**src/pkg/rtc_ext_pkg.sv**
```systemverilog
// package of constants for the calendar-clock extension block:
// register offsets, field positions, reset values and counts.
// assumes a 32-bit register port with byte offsets on an 8-bit address.
package rtc_ext_pkg;

    // ------------------------------------------------------------------
    // register offsets (byte addresses)
    // ------------------------------------------------------------------
    localparam logic [7:0] OFS_STAMP_DATE     = 8'h34;
    localparam logic [7:0] OFS_STAMP_FRACTION_SECOND_VALUE   = 8'h38;
    localparam logic [7:0] OFS_SMOOTH_CAL     = 8'h3c;
    localparam logic [7:0] OFS_TAMPER_CFG     = 8'h40;
    localparam logic [7:0] OFS_ALARM_A_FRACTION_SECOND_VALUE = 8'h44;
    localparam logic [7:0] OFS_ALARM_B_FRACTION_SECOND_VALUE = 8'h48;
    localparam logic [7:0] OFS_BACKUP_FIRST   = 8'h50;
    localparam logic [7:0] OFS_BACKUP_LAST    = 8'h9c;
    localparam int         NUM_BACKUP         = 20;

    // ------------------------------------------------------------------
    // reset values (backup-domain reset)
    // ------------------------------------------------------------------
    localparam logic [31:0] RST_ZERO_WORD = 32'h0000_0000;

    // ------------------------------------------------------------------
    // field positions
    // ------------------------------------------------------------------
    localparam int WEEKDAY_LSB      = 13;  // stamp date 15:13
    localparam int CAL_REDUCE_MSB   = 8;   // smooth cal 8:0
    localparam int CAL_SIXTEEN_BIT  = 13;
    localparam int CAL_EIGHT_BIT    = 14;
    localparam int CAL_INSERT_BIT   = 15;
    localparam int TC_ONE_EN_BIT    = 0;
    localparam int TC_ONE_POL_BIT   = 1;
    localparam int TC_IRQ_EN_BIT    = 2;
    localparam int TC_TWO_EN_BIT    = 3;
    localparam int TC_TWO_POL_BIT   = 4;
    localparam int TC_STAMP_EN_BIT  = 7;
    localparam int TC_SAMP_LSB      = 8;   // 10:8
    localparam int TC_FILT_LSB      = 11;  // 12:11
    localparam int TC_PRE_LSB       = 13;  // 14:13
    localparam int TC_PULL_OFF_BIT  = 15;
    localparam int TC_ONE_MAP_BIT   = 16;
    localparam int TC_STAMP_MAP_BIT = 17;
    localparam int TC_ALARM_PP_BIT  = 18;
    localparam int TC_USED_BITS     = 19;
    localparam int AS_VALUE_BITS    = 15;  // alarm fraction_second_value 14:0
    localparam int AS_MASK_LSB      = 24;  // 27:24

    // ------------------------------------------------------------------
    // timing counts, in calendar clock pulses
    // ------------------------------------------------------------------
    localparam int          CAL_WINDOW_BITS = 20;  // 32 s window
    localparam int          CAL_INSERT_BITS = 11;  // one extra pulse per 2^11
    localparam logic [10:0] CAL_MASK_SLOT   = 11'h400; // mid-slot, apart from insert
    localparam int          SAMPLE_SHIFT_MAX = 15; // slowest tamper sample rate

    // ------------------------------------------------------------------
    // tamper sampling phases
    // ------------------------------------------------------------------
    typedef enum logic [1:0] {
        PH_WAIT   = 2'b01,
        PH_CHARGE = 2'b10
    } sample_phase_t;

endpackage

```
**src/hdl/intrusion_filter.sv**
```systemverilog
// one tamper input detector: edge mode or filtered level mode.
// assumes the pin is already synchronised and a one-cycle sample strobe.
`timescale 1ns/1ps
`default_nettype none

module intrusion_filter (
    // clock and reset
    input  wire logic       clk,
    input  wire logic       rstn,
    // synchronised pin and sample strobe
    input  wire logic       pin,
    input  wire logic       sample,
    // configuration
    input  wire logic       enable,
    input  wire logic       polarity,
    input  wire logic [1:0] filter_count,
    // detection pulse
    output logic            detect
);

    typedef struct packed {
        logic       prev;
        logic [3:0] run;
        logic       done;
        logic       det;
    } filt_t;

    filt_t s_q;
    filt_t s_d;
    logic  active;
    logic  [3:0] need;

    // ------------------------------------------------------------------
    // detection criterion
    // ------------------------------------------------------------------
    // level mode needs 2, 4 or 8 consecutive active samples
    always_comb begin
        s_d    = s_q;
        s_d.det  = 1'b0;
        s_d.prev = pin;
        active = (pin == polarity);
        need   = 4'(4'h1 << filter_count);
        if (!enable) begin
            s_d.run  = 4'h0;
            s_d.done = 1'b0;
        end else if (filter_count == 2'h0) begin
            // polarity low picks rising, high picks falling
            s_d.det = polarity ? (s_q.prev & ~pin) : (~s_q.prev & pin);
        end else if (sample) begin
            if (!active) begin
                s_d.run  = 4'h0;
                s_d.done = 1'b0;
            end else if (!s_q.done) begin
                s_d.run = s_q.run + 4'h1;
                if (s_q.run + 4'h1 == need) begin
                    s_d.det  = 1'b1;
                    s_d.done = 1'b1;                     // one event per active stretch
                end
            end
        end
        if (!rstn) begin
            s_d = '0;
        end
    end

    // state register
    always_ff @(posedge clk) begin
        s_q <= s_d;
    end

    assign detect = s_q.det;

endmodule

`default_nettype wire

```
**src/hdl/rtc_ext.sv**
```systemverilog
// calendar-clock extension: timestamp capture, smooth calibration,
// tamper detection with precharge, alarm sub-second match, backup words.
// assumes CLK is the calendar clock, RSTN the backup-domain reset, and
// that prescaler count, weekday and alarm field matches come from the
// calendar core on the same clock.
//
// Implementation choice: the strobed register port.
`timescale 1ns/1ps
`default_nettype none

module rtc_ext #(
    parameter int SAMPLE_SHIFT_MAX = rtc_ext_pkg::SAMPLE_SHIFT_MAX
) (
    // clock and reset
    input  wire logic        CLK,
    input  wire logic        RSTN,
    // register port
    input  wire logic [7:0]  ADDR,
    input  wire logic [31:0] WDATA,
    input  wire logic        WR,
    input  wire logic        RD,
    output logic      [31:0] RDATA,
    // calendar core
    input  wire logic [15:0] PRESCALER_COUNT,
    input  wire logic [2:0]  WEEKDAY_NOW,
    input  wire logic        SECOND_TICK,
    input  wire logic        STAMP_ENABLE,
    input  wire logic        ALARM_A_ON,
    input  wire logic        ALARM_B_ON,
    input  wire logic        FIELDS_MATCH_A,
    input  wire logic        FIELDS_MATCH_B,
    input  wire logic        READPROT_OFF,
    // flag clears from the status register
    input  wire logic        STAMP_FLAG_CLR,
    input  wire logic        INTRUSION_ONE_CLR,
    input  wire logic        INTRUSION_TWO_CLR,
    // pins
    input  wire logic        ALT_PIN_ONE,
    input  wire logic        ALT_PIN_TWO,
    input  wire logic        INTRUSION_IN_TWO,
    output logic             PULLUP_EN,
    // status and events
    output logic             STAMP_CAPTURED_FLAG,
    output logic             INTRUSION_ONE_FLAG,
    output logic             INTRUSION_TWO_FLAG,
    output logic             INTRUSION_IRQ,
    output logic             ALARM_A_HIT,
    output logic             ALARM_B_HIT,
    output logic             ALARM_PIN_DRIVE_TYPE,
    // calibration pulse control
    output logic             CAL_MASK_PULSE,
    output logic             CAL_INSERT_PULSE
);

    // ------------------------------------------------------------------
    // state
    // ------------------------------------------------------------------
    typedef struct packed {
        logic [15:0]                  cal;
        logic [18:0]                  tcfg;
        logic [31:0]                  alarm_a;
        logic [31:0]                  alarm_b;
        logic [2:0]                   stamp_day;
        logic [15:0]                  stamp_sub;
        logic                         stamp_flag;
        logic                         tflag_one;
        logic                         tflag_two;
        logic [19:0]                  win_cnt;
        logic                         mask_pulse;
        logic                         insert_pulse;
        logic [15:0]                  samp_cnt;
        logic [3:0]                   pre_cnt;
        rtc_ext_pkg::sample_phase_t   phase;
        logic                         sample_go;
        logic [2:0]                   pin_s1;
        logic [2:0]                   pin_s2;
        logic                         stamp_prev;
        logic                         hit_a_lvl;
        logic                         hit_b_lvl;
        logic                         hit_a;
        logic                         hit_b;
        logic [31:0]                  rdata;
        logic [19:0][31:0]            backup;
    } state_t;

    state_t      s_q;
    state_t      s_d;
    logic [1:0]  tpin;
    logic [1:0]  tdet;
    logic [1:0]  ten;
    logic [1:0]  tpol;
    logic        det_any;
    logic        stamp_pin;
    logic        stamp_evt;
    logic [8:0]  reduce;
    logic [8:0]  slot;
    logic [8:0]  slot_limit;
    logic [3:0]  shift;
    logic [15:0] samp_period;
    logic        now_a;
    logic        now_b;
    logic        bk_hit;
    logic [4:0]  bk_idx;

    // ------------------------------------------------------------------
    // helpers
    // ------------------------------------------------------------------
    // sub-second compare on the low mask-width bits, never bit 15
    function automatic logic frac_match(input logic [31:0] areg,
                                        input logic [15:0] cnt);
        logic [3:0]  width;
        logic [14:0] msk;
        width = areg[rtc_ext_pkg::AS_MASK_LSB +: 4];
        msk   = (width >= 4'hf) ? 15'h7fff : 15'((16'h1 << width) - 16'h1);
        frac_match = ((areg[14:0] ^ cnt[14:0]) & msk) == 15'h0;
    endfunction

    // a cycle-bit write clears the low reduce bits it forbids
    function automatic logic [15:0] cal_store(input logic [31:0] w);
        logic [15:0] v;
        v = w[15:0];
        v[12:9] = 4'h0;
        if (w[rtc_ext_pkg::CAL_SIXTEEN_BIT]) begin
            v[0] = 1'b0;
        end
        if (w[rtc_ext_pkg::CAL_EIGHT_BIT]) begin
            v[1:0] = 2'h0;
        end
        cal_store = v;
    endfunction

    // ------------------------------------------------------------------
    // tamper detectors, one per input
    // ------------------------------------------------------------------
    // pin map: tamper one from either alternate pin, tamper two fixed
    assign tpin[0] = s_q.tcfg[rtc_ext_pkg::TC_ONE_MAP_BIT] ? s_q.pin_s2[1]
                                                           : s_q.pin_s2[0];
    assign tpin[1] = s_q.pin_s2[2];
    assign ten[0]  = s_q.tcfg[rtc_ext_pkg::TC_ONE_EN_BIT];
    assign ten[1]  = s_q.tcfg[rtc_ext_pkg::TC_TWO_EN_BIT];
    assign tpol[0] = s_q.tcfg[rtc_ext_pkg::TC_ONE_POL_BIT];
    assign tpol[1] = s_q.tcfg[rtc_ext_pkg::TC_TWO_POL_BIT];

    genvar gi;
    generate
        for (gi = 0; gi < 2; gi++) begin : g_tamper
            intrusion_filter u_filt (
                .clk          (CLK),
                .rstn         (RSTN),
                .pin          (tpin[gi]),
                .sample       (s_q.sample_go),
                .enable       (ten[gi]),
                .polarity     (tpol[gi]),
                .filter_count (s_q.tcfg[rtc_ext_pkg::TC_FILT_LSB +: 2]),
                .detect       (tdet[gi])
            );
        end
    endgenerate
    assign det_any = |tdet;
    // ------------------------------------------------------------------
    // next-state logic
    // ------------------------------------------------------------------
    always_comb begin
        s_d = s_q;
        // two-flop synchronisers for the three pins
        s_d.pin_s1 = {INTRUSION_IN_TWO, ALT_PIN_TWO, ALT_PIN_ONE};
        s_d.pin_s2 = s_q.pin_s1;
        // smooth calibration: 512 slots of 2^11 pulses per 32 s window
        s_d.win_cnt = s_q.win_cnt + 20'h1;               // wraps at 2^20
        reduce = s_q.cal[rtc_ext_pkg::CAL_REDUCE_MSB:0];
        if (s_q.cal[rtc_ext_pkg::CAL_EIGHT_BIT]) begin
            slot       = {2'h0, s_q.win_cnt[17:11]};     // 8 s cycle
            slot_limit = {2'h0, reduce[8:2]};
        end else if (s_q.cal[rtc_ext_pkg::CAL_SIXTEEN_BIT]) begin
            slot       = {1'b0, s_q.win_cnt[18:11]};     // 16 s cycle
            slot_limit = {1'b0, reduce[8:1]};
        end else begin
            slot       = s_q.win_cnt[19:11];
            slot_limit = reduce;
        end
        // masked pulses sit mid-slot so they never meet an inserted one
        s_d.mask_pulse = (s_q.win_cnt[10:0] == rtc_ext_pkg::CAL_MASK_SLOT)
                         && (slot < slot_limit);
        s_d.insert_pulse = (s_q.win_cnt[10:0] == 11'h000)
                           && s_q.cal[rtc_ext_pkg::CAL_INSERT_BIT];
        // tamper sampling rate: divide by 2^(max - code)
        shift = 4'(SAMPLE_SHIFT_MAX);
        if (4'(s_q.tcfg[rtc_ext_pkg::TC_SAMP_LSB +: 3]) < shift) begin
            shift = shift - 4'(s_q.tcfg[rtc_ext_pkg::TC_SAMP_LSB +: 3]);
        end else begin
            shift = 4'h0;
        end
        samp_period = 16'((17'h1 << shift) - 17'h1);
        s_d.sample_go = 1'b0;
        case (s_q.phase)
            rtc_ext_pkg::PH_WAIT: begin
                if (s_q.samp_cnt >= samp_period) begin
                    s_d.samp_cnt = 16'h0;
                    // precharge lasts 1, 2, 4 or 8 pulses
                    s_d.pre_cnt  = 4'((5'h1 << s_q.tcfg[rtc_ext_pkg::TC_PRE_LSB +: 2]) - 5'h1);
                    s_d.phase    = rtc_ext_pkg::PH_CHARGE;
                end else begin
                    s_d.samp_cnt = s_q.samp_cnt + 16'h1;
                end
            end
            rtc_ext_pkg::PH_CHARGE: begin
                if (s_q.pre_cnt == 4'h0) begin
                    s_d.sample_go = 1'b1;                // sample right after charging
                    s_d.phase     = rtc_ext_pkg::PH_WAIT;
                end else begin
                    s_d.pre_cnt = s_q.pre_cnt - 4'h1;
                end
            end
            default: begin
                s_d.phase = rtc_ext_pkg::PH_WAIT;
            end
        endcase
        // tamper flags: a detection beats a clear in the same cycle
        if (tdet[0]) begin
            s_d.tflag_one = 1'b1;
        end else if (INTRUSION_ONE_CLR) begin
            s_d.tflag_one = 1'b0;
        end
        if (tdet[1]) begin
            s_d.tflag_two = 1'b1;
        end else if (INTRUSION_TWO_CLR) begin
            s_d.tflag_two = 1'b0;
        end
        // timestamp: pin edge when enabled, or any tamper with stamp bit
        stamp_pin = s_q.tcfg[rtc_ext_pkg::TC_STAMP_MAP_BIT] ? s_q.pin_s2[1]
                                                            : s_q.pin_s2[0];
        s_d.stamp_prev = stamp_pin;
        stamp_evt = (STAMP_ENABLE && stamp_pin && !s_q.stamp_prev)
                    || (det_any && s_q.tcfg[rtc_ext_pkg::TC_STAMP_EN_BIT]);
        if (stamp_evt) begin
            s_d.stamp_flag = 1'b1;
            s_d.stamp_day  = WEEKDAY_NOW;
            s_d.stamp_sub  = PRESCALER_COUNT;
        end else if (STAMP_FLAG_CLR) begin
            s_d.stamp_flag = 1'b0;
            s_d.stamp_day  = 3'h0;
            s_d.stamp_sub  = 16'h0;
        end
        // alarm sub-second match, one pulse on entering the match
        now_a = ALARM_A_ON && FIELDS_MATCH_A &&
                ((s_q.alarm_a[rtc_ext_pkg::AS_MASK_LSB +: 4] == 4'h0) ? SECOND_TICK
                 : frac_match(s_q.alarm_a, PRESCALER_COUNT));
        now_b = ALARM_B_ON && FIELDS_MATCH_B &&
                ((s_q.alarm_b[rtc_ext_pkg::AS_MASK_LSB +: 4] == 4'h0) ? SECOND_TICK
                 : frac_match(s_q.alarm_b, PRESCALER_COUNT));
        s_d.hit_a_lvl = now_a;
        s_d.hit_b_lvl = now_b;
        s_d.hit_a     = now_a && !s_q.hit_a_lvl;
        s_d.hit_b     = now_b && !s_q.hit_b_lvl;
        // register writes; write gating of alarm regs is left to software
        bk_hit = (ADDR >= rtc_ext_pkg::OFS_BACKUP_FIRST) &&
                 (ADDR <= rtc_ext_pkg::OFS_BACKUP_LAST) && (ADDR[1:0] == 2'h0);
        bk_idx = 5'((ADDR - rtc_ext_pkg::OFS_BACKUP_FIRST) >> 2);
        if (WR) begin
            case (ADDR)
                rtc_ext_pkg::OFS_SMOOTH_CAL: begin
                    s_d.cal = cal_store(WDATA);
                end
                rtc_ext_pkg::OFS_TAMPER_CFG: begin
                    s_d.tcfg = WDATA[rtc_ext_pkg::TC_USED_BITS-1:0] & 19'h7ff9f;
                end
                rtc_ext_pkg::OFS_ALARM_A_FRACTION_SECOND_VALUE: begin
                    s_d.alarm_a = WDATA & 32'h0f00_7fff;
                end
                rtc_ext_pkg::OFS_ALARM_B_FRACTION_SECOND_VALUE: begin
                    s_d.alarm_b = WDATA & 32'h0f00_7fff;
                end
                default: begin
                    if (bk_hit) begin
                        s_d.backup[bk_idx] = WDATA;
                    end
                end
            endcase
        end
        // wipe wins over any write and holds while tamper one is flagged
        if (det_any || READPROT_OFF || s_q.tflag_one) begin
            s_d.backup = '0;
        end
        // read data stands in the cycle after the strobe only
        s_d.rdata = rtc_ext_pkg::RST_ZERO_WORD;
        if (RD) begin
            case (ADDR)
                rtc_ext_pkg::OFS_STAMP_DATE: begin
                    s_d.rdata[rtc_ext_pkg::WEEKDAY_LSB +: 3] = s_q.stamp_day;
                end
                rtc_ext_pkg::OFS_STAMP_FRACTION_SECOND_VALUE: begin
                    s_d.rdata[15:0] = s_q.stamp_sub;
                end
                rtc_ext_pkg::OFS_SMOOTH_CAL: begin
                    s_d.rdata[15:0] = s_q.cal;
                end
                rtc_ext_pkg::OFS_TAMPER_CFG: begin
                    s_d.rdata[18:0] = s_q.tcfg;
                end
                rtc_ext_pkg::OFS_ALARM_A_FRACTION_SECOND_VALUE: begin
                    s_d.rdata = s_q.alarm_a;
                end
                rtc_ext_pkg::OFS_ALARM_B_FRACTION_SECOND_VALUE: begin
                    s_d.rdata = s_q.alarm_b;
                end
                default: begin
                    if (bk_hit) begin
                        s_d.rdata = s_q.backup[bk_idx];
                    end
                end
            endcase
        end
        // backup-domain reset clears everything but the phase (to PH_WAIT), backup words included
        if (!RSTN) begin
            s_d       = '0;
            s_d.phase = rtc_ext_pkg::PH_WAIT;
        end
    end

    // ------------------------------------------------------------------
    // state register
    // ------------------------------------------------------------------
    always_ff @(posedge CLK) begin
        s_q <= s_d;
    end

    // ------------------------------------------------------------------
    // outputs
    // ------------------------------------------------------------------
    assign RDATA                = s_q.rdata;
    assign STAMP_CAPTURED_FLAG  = s_q.stamp_flag;
    assign INTRUSION_ONE_FLAG   = s_q.tflag_one;
    assign INTRUSION_TWO_FLAG   = s_q.tflag_two;
    assign INTRUSION_IRQ        = s_q.tcfg[rtc_ext_pkg::TC_IRQ_EN_BIT]
                                  && (s_q.tflag_one || s_q.tflag_two);
    assign ALARM_A_HIT          = s_q.hit_a;
    assign ALARM_B_HIT          = s_q.hit_b;
    assign ALARM_PIN_DRIVE_TYPE = s_q.tcfg[rtc_ext_pkg::TC_ALARM_PP_BIT];
    assign CAL_MASK_PULSE       = s_q.mask_pulse;
    assign CAL_INSERT_PULSE     = s_q.insert_pulse;
    // pull-up only while charging, never when disabled by software
    assign PULLUP_EN            = (s_q.phase == rtc_ext_pkg::PH_CHARGE)
                                  && !s_q.tcfg[rtc_ext_pkg::TC_PULL_OFF_BIT];

endmodule

`default_nettype wire

```
**config.mk**
```make
export PLATFORM = sky130hd
export DESIGN_NAME = rtc_ext
export DESIGN_NICKNAME = d
export VERILOG_FILES = /design/src/pkg/rtc_ext_pkg.sv /design/src/hdl/intrusion_filter.sv /design/src/hdl/rtc_ext.sv
export SDC_FILE = /design/constraint.sdc
export NUM_CORES = 2
export LEC_CHECK = 0
export BUFFER_PORTS_ARGS = -buffer_cell sky130_fd_sc_hd__buf_2
export CORE_ASPECT_RATIO = 1.1
export CORE_MARGIN = 2
export CORE_UTILIZATION = 60
export CTS_CLUSTER_DIAMETER = 200
export DETAILED_ROUTE_END_ITERATION = 10
export PLACE_DENSITY_LB_ADDON = 0.05
export SKIP_LAST_GASP = 1
export SLEW_MARGIN = 10
export SYNTH_ARGS = -nofsm -noshare
export SYNTH_HDL_FRONTEND = slang
export SYNTH_HIERARCHICAL = 1
export SYNTH_SLANG_ARGS = --single-unit
```
**constraint.sdc**
```tcl
create_clock -name CLK -period 9.79 [get_ports CLK]
set_clock_uncertainty 0.1 [all_clocks]
set_input_delay 1.4685 -clock CLK [delete_from_list [all_inputs] [get_ports CLK]]
set_output_delay 1.4685 -clock CLK [all_outputs]
set_load 0.02 [all_outputs]
```
==> results.json <==
{
  "status": "completed",
  "antennaDiodeCount": 0,
  "synthAdderAreaFrac": 0.01008,
  "ios": 118,
  "worstSetupPathType": "in2reg",
  "fp.dieH_um": 260.9,
  "antenna_found_initial": 4,
  "fp.dieArea_um2": 61960,
  "hp-class": "reg2reg",
  "via_per_inst": 6.542,
  "instances_no_fill": 4521,
  "synthTopCellsByArea": "dfxtp_1 (46%), mux4_2 (10%), nand3_1 (9.3%)",
  "powerDensity_nw_per_um2": 179.7,
  "timing.final.max_slew_violations": 0,
  "wl_mm": 107.1,
  "synth_top_family_by_area": "simple AND/OR/NAND/NOR gates",
  "postCtsSetupBuffers": 0,
  "rows": 94,
  "synth_nets": 3965,
  "ir_drop_uv": 137.9,
  "async_flop_share": 0,
  "tightestPinTransition_ps": 1164,
  "post_drt_wl_per_cell_um": 23.69,
  "grt_overflow": 0,
  "synthCells": 3860,
  "yosys.area.top_type": "dfxtp_1",
  "setup_viol": 0,
  "drt_iter0_markers": 2998,
  "drc": 0,
  "max_freq_mhz": 194.1,
  "dpl.hpwl_mm": 66.09,
  "clkTransAtPathRegs_ps": 60,
  "start_util": 0.6036,
  "portBuffers": 117,
  "dp.cells": 4373,
  "gr-usage-all-layers": 0.3410,
  "cts.sinks": 831,
  "synthToLayoutAreaGrowth_pct": 8.218,
  "synth_xor_xnor_area_share": 0.01703,
  "layout_min_cycle_time_ps": 5153,
  "synth_edf_count": 0,
  "yosysSeqAreaShare": 0.4622,
  "nNetsFinal": 3795,
  "synth.cell_area_um2": 35990,
  "synth_mux_area_frac": 0.1261,
  "grt_pass1_vias": 28110,
  "synth_compound_area_frac": 0.1533,
  "final_hold_viol_count": 0,
  "maxSlewHeadroom": 0.2222,
  "cts-root-buf": "clkbuf_16",
  "placed_area_um2": 36160,
  "cp-end-kind": "register",
  "gp_congestion": 0.9244,
  "cp.arrival_ps": 5550,
  "vias": 29580,
  "start_kind": "input pin",
  "use_met2": 0.5582,
  "finalCritPeriodShare": 0.5263,
  "cap_violations": 0,
  "rsz0062_at_grt": "no",
  "r2r_cells": 6,
  "core-area_um2": 59630,
  "cts_buffers": 83,
  "antenna_left": 0,
  "grt_util_met1": 0.4452,
  "cts_tree": "done",
  "synth_flop_cell": "dfxtp_1",
  "synth_top_area_share": 0.4622,
  "synth_warnings": 6,
  "clock_path_buffers": 3,
  "cts_htree_levels": 3,
  "hold_path_depth": 1,
  "grt_pass1_wl_mm": 163.5,
  "final_core_utilization": 0.6532,
  "yosys.area_share.simple": 0.1765,
  "drive_gt1_frac": 0.1362,
  "crit_required_ps": 10190,
  "drtPass1Iterations": 6,
  "fillers": 4815,
  "cts_hold_buf": 0,
  "synth_cell_types": 74,
  "finish.instance_area_um2": 38950,
  "die_x_um": 237.5,
  "grt_max_degree": 216,
  "busiest_layer": "met2",
  "clk_latency_ps": 640,
  "leakage_nw": 13.55,
  "cp_max_fo": 43,
  "fin_setup_tns_ps": 0,
  "hold_slack_ps": 287.3,
  "cts_resized": 0,
  "syn_area_per_cell_um2": 9.324,
  "synth-seq-cells": 831,
  "met3_usage": 0.05320
}
-- where the power goes --
| group | leakage (nW) | switching (mW) | internal (mW) |
|---|---|---|---|
| logic | 5.49 | 0.262 | 0.0867 |
| registers | 6.69 | 0.00514 | 3.39 |
| clock network | 1.37 | 1.36 | 1.90 |
| total | 13.6 | 1.62 | 5.38 |
-- metal layers --
metal / wire, µm / share of wire
met1: 43240 / 0.40
met2: 49760 / 0.46
met3: 9096 / 0.085
met4: 4970 / 0.046
met5: 22 / 0.00021
-- layout by cell type (no fill, tap or decap), types with 8 or more instances in the layout --
cell and count:
clkbuf_16 84, o211ai_1 8, nand4_1 19, nor3_1 14, buf_2 114, o21ai_0 598
nand2_1 248, mux4_2 164, a22oi_1 39, dfxtp_1 831, nand4_4 8, nor2_1 115
o21ai_1 57, and3_1 24, mux2i_1 73, clkinv_2 15, buf_4 43, clkbuf_8 19
o22ai_1 16, ha_1 28, nor2b_1 48, a21boi_0 62, inv_1 15, clkbuf_1 14
a21oi_1 96, xnor2_1 33, o32ai_1 12, nor3b_1 22, xor2_1 35, or3_1 10
nand3_1 671, a21o_1 9, o22a_1 12, mux2_2 10, nand3b_1 12, nand2b_1 14
and2_1 26
-- final cells by class --
class	instances	area, µm²	share of cell area
Inverter	17	63.81	0.001638
Tap cell	768	960.9	0.02467
Multi-Input combinational cell	2595	17510	0.4496
Timing Repair Buffer	162	982.2	0.02522
Clock inverter	32	390.4	0.01002
Clock buffer	116	2402	0.06168
Sequential cell	831	16640	0.4271
-- synth_stat cells (all sizes together) (16+ instances only) --
| master | instances |
|---|---|
| dfxtp | 831 |
| nand3 | 674 |
| o21ai | 657 |
| nand2 | 248 |
| clkbuf | 231 |
| buf | 186 |
| mux4 | 164 |
| nor2 | 117 |
| a21oi | 97 |
| mux2i | 73 |
| a21boi | 62 |
| nor2b | 49 |
| a22oi | 39 |
| xor2 | 36 |
| xnor2 | 34 |
| ha | 29 |
| nand4 | 27 |
| and2 | 26 |
| and3 | 25 |
| nor3b | 22 |
| inv | 17 |
| o22ai | 16 |
-- flip-flops by register name, summed over array words and instances (netlist names) --
| signal | flops |
|---|---|
| CAL_INSERT_PULSE | 1 |
| g_tamper.u_filt/s_q | 12 |
| ALARM_B_HIT | 1 |
| s_q | 768 |
| CAL_MASK_PULSE | 1 |
| ALARM_PIN_DRIVE_TYPE | 1 |
| INTRUSION_TWO_FLAG | 1 |
| INTRUSION_ONE_FLAG | 1 |
| ALARM_A_HIT | 1 |
| reduce | 9 |
| STAMP_CAPTURED_FLAG | 1 |
| g_tamper.u_filt/detect | 2 |
| RDATA | 32 |
-- metrics by stage --
step / setup slack (ps) / total power, mW
after floorplan: 5306 / 3.678
after global placement: 4221 / 3.803
after detailed placement: 4062 / 3.807
after CTS: 4734 / 7.023
after global routing: 4423 / 7.176
final: 4637 / 7.001
-- worst max-delay path, stage by stage --
cell and delay, ps:
buf_2 540, ha_1 280, or3b_1 380, a21oi_2 200
o21a_1 820, nand4_1 940, buf_4 590, mux2i_1 230
nor2_1 60
-- cell families after synthesis --
group	after synthesis
AND/OR/NAND/NOR	1273
AO/OA/AOI/OAI	975
flip-flops	831
buffers and inverters	434
multiplexers	247
XOR/XNOR	70
adder cells (fa/ha/maj)	29
other	1
-- final timing paths --
check	start	end	slack [ps]
worst max-delay path	ADDR[4]	s_q[110]	4640
worst min-delay path	s_q[675]	ALARM_A_HIT	290
worst max register to register	g_tamper[1].u_filt/detect	s_q[38]	5970
worst min register to register	s_q[675]	ALARM_A_HIT	290
No activity file was read; power rests on OpenSTA's default activity.
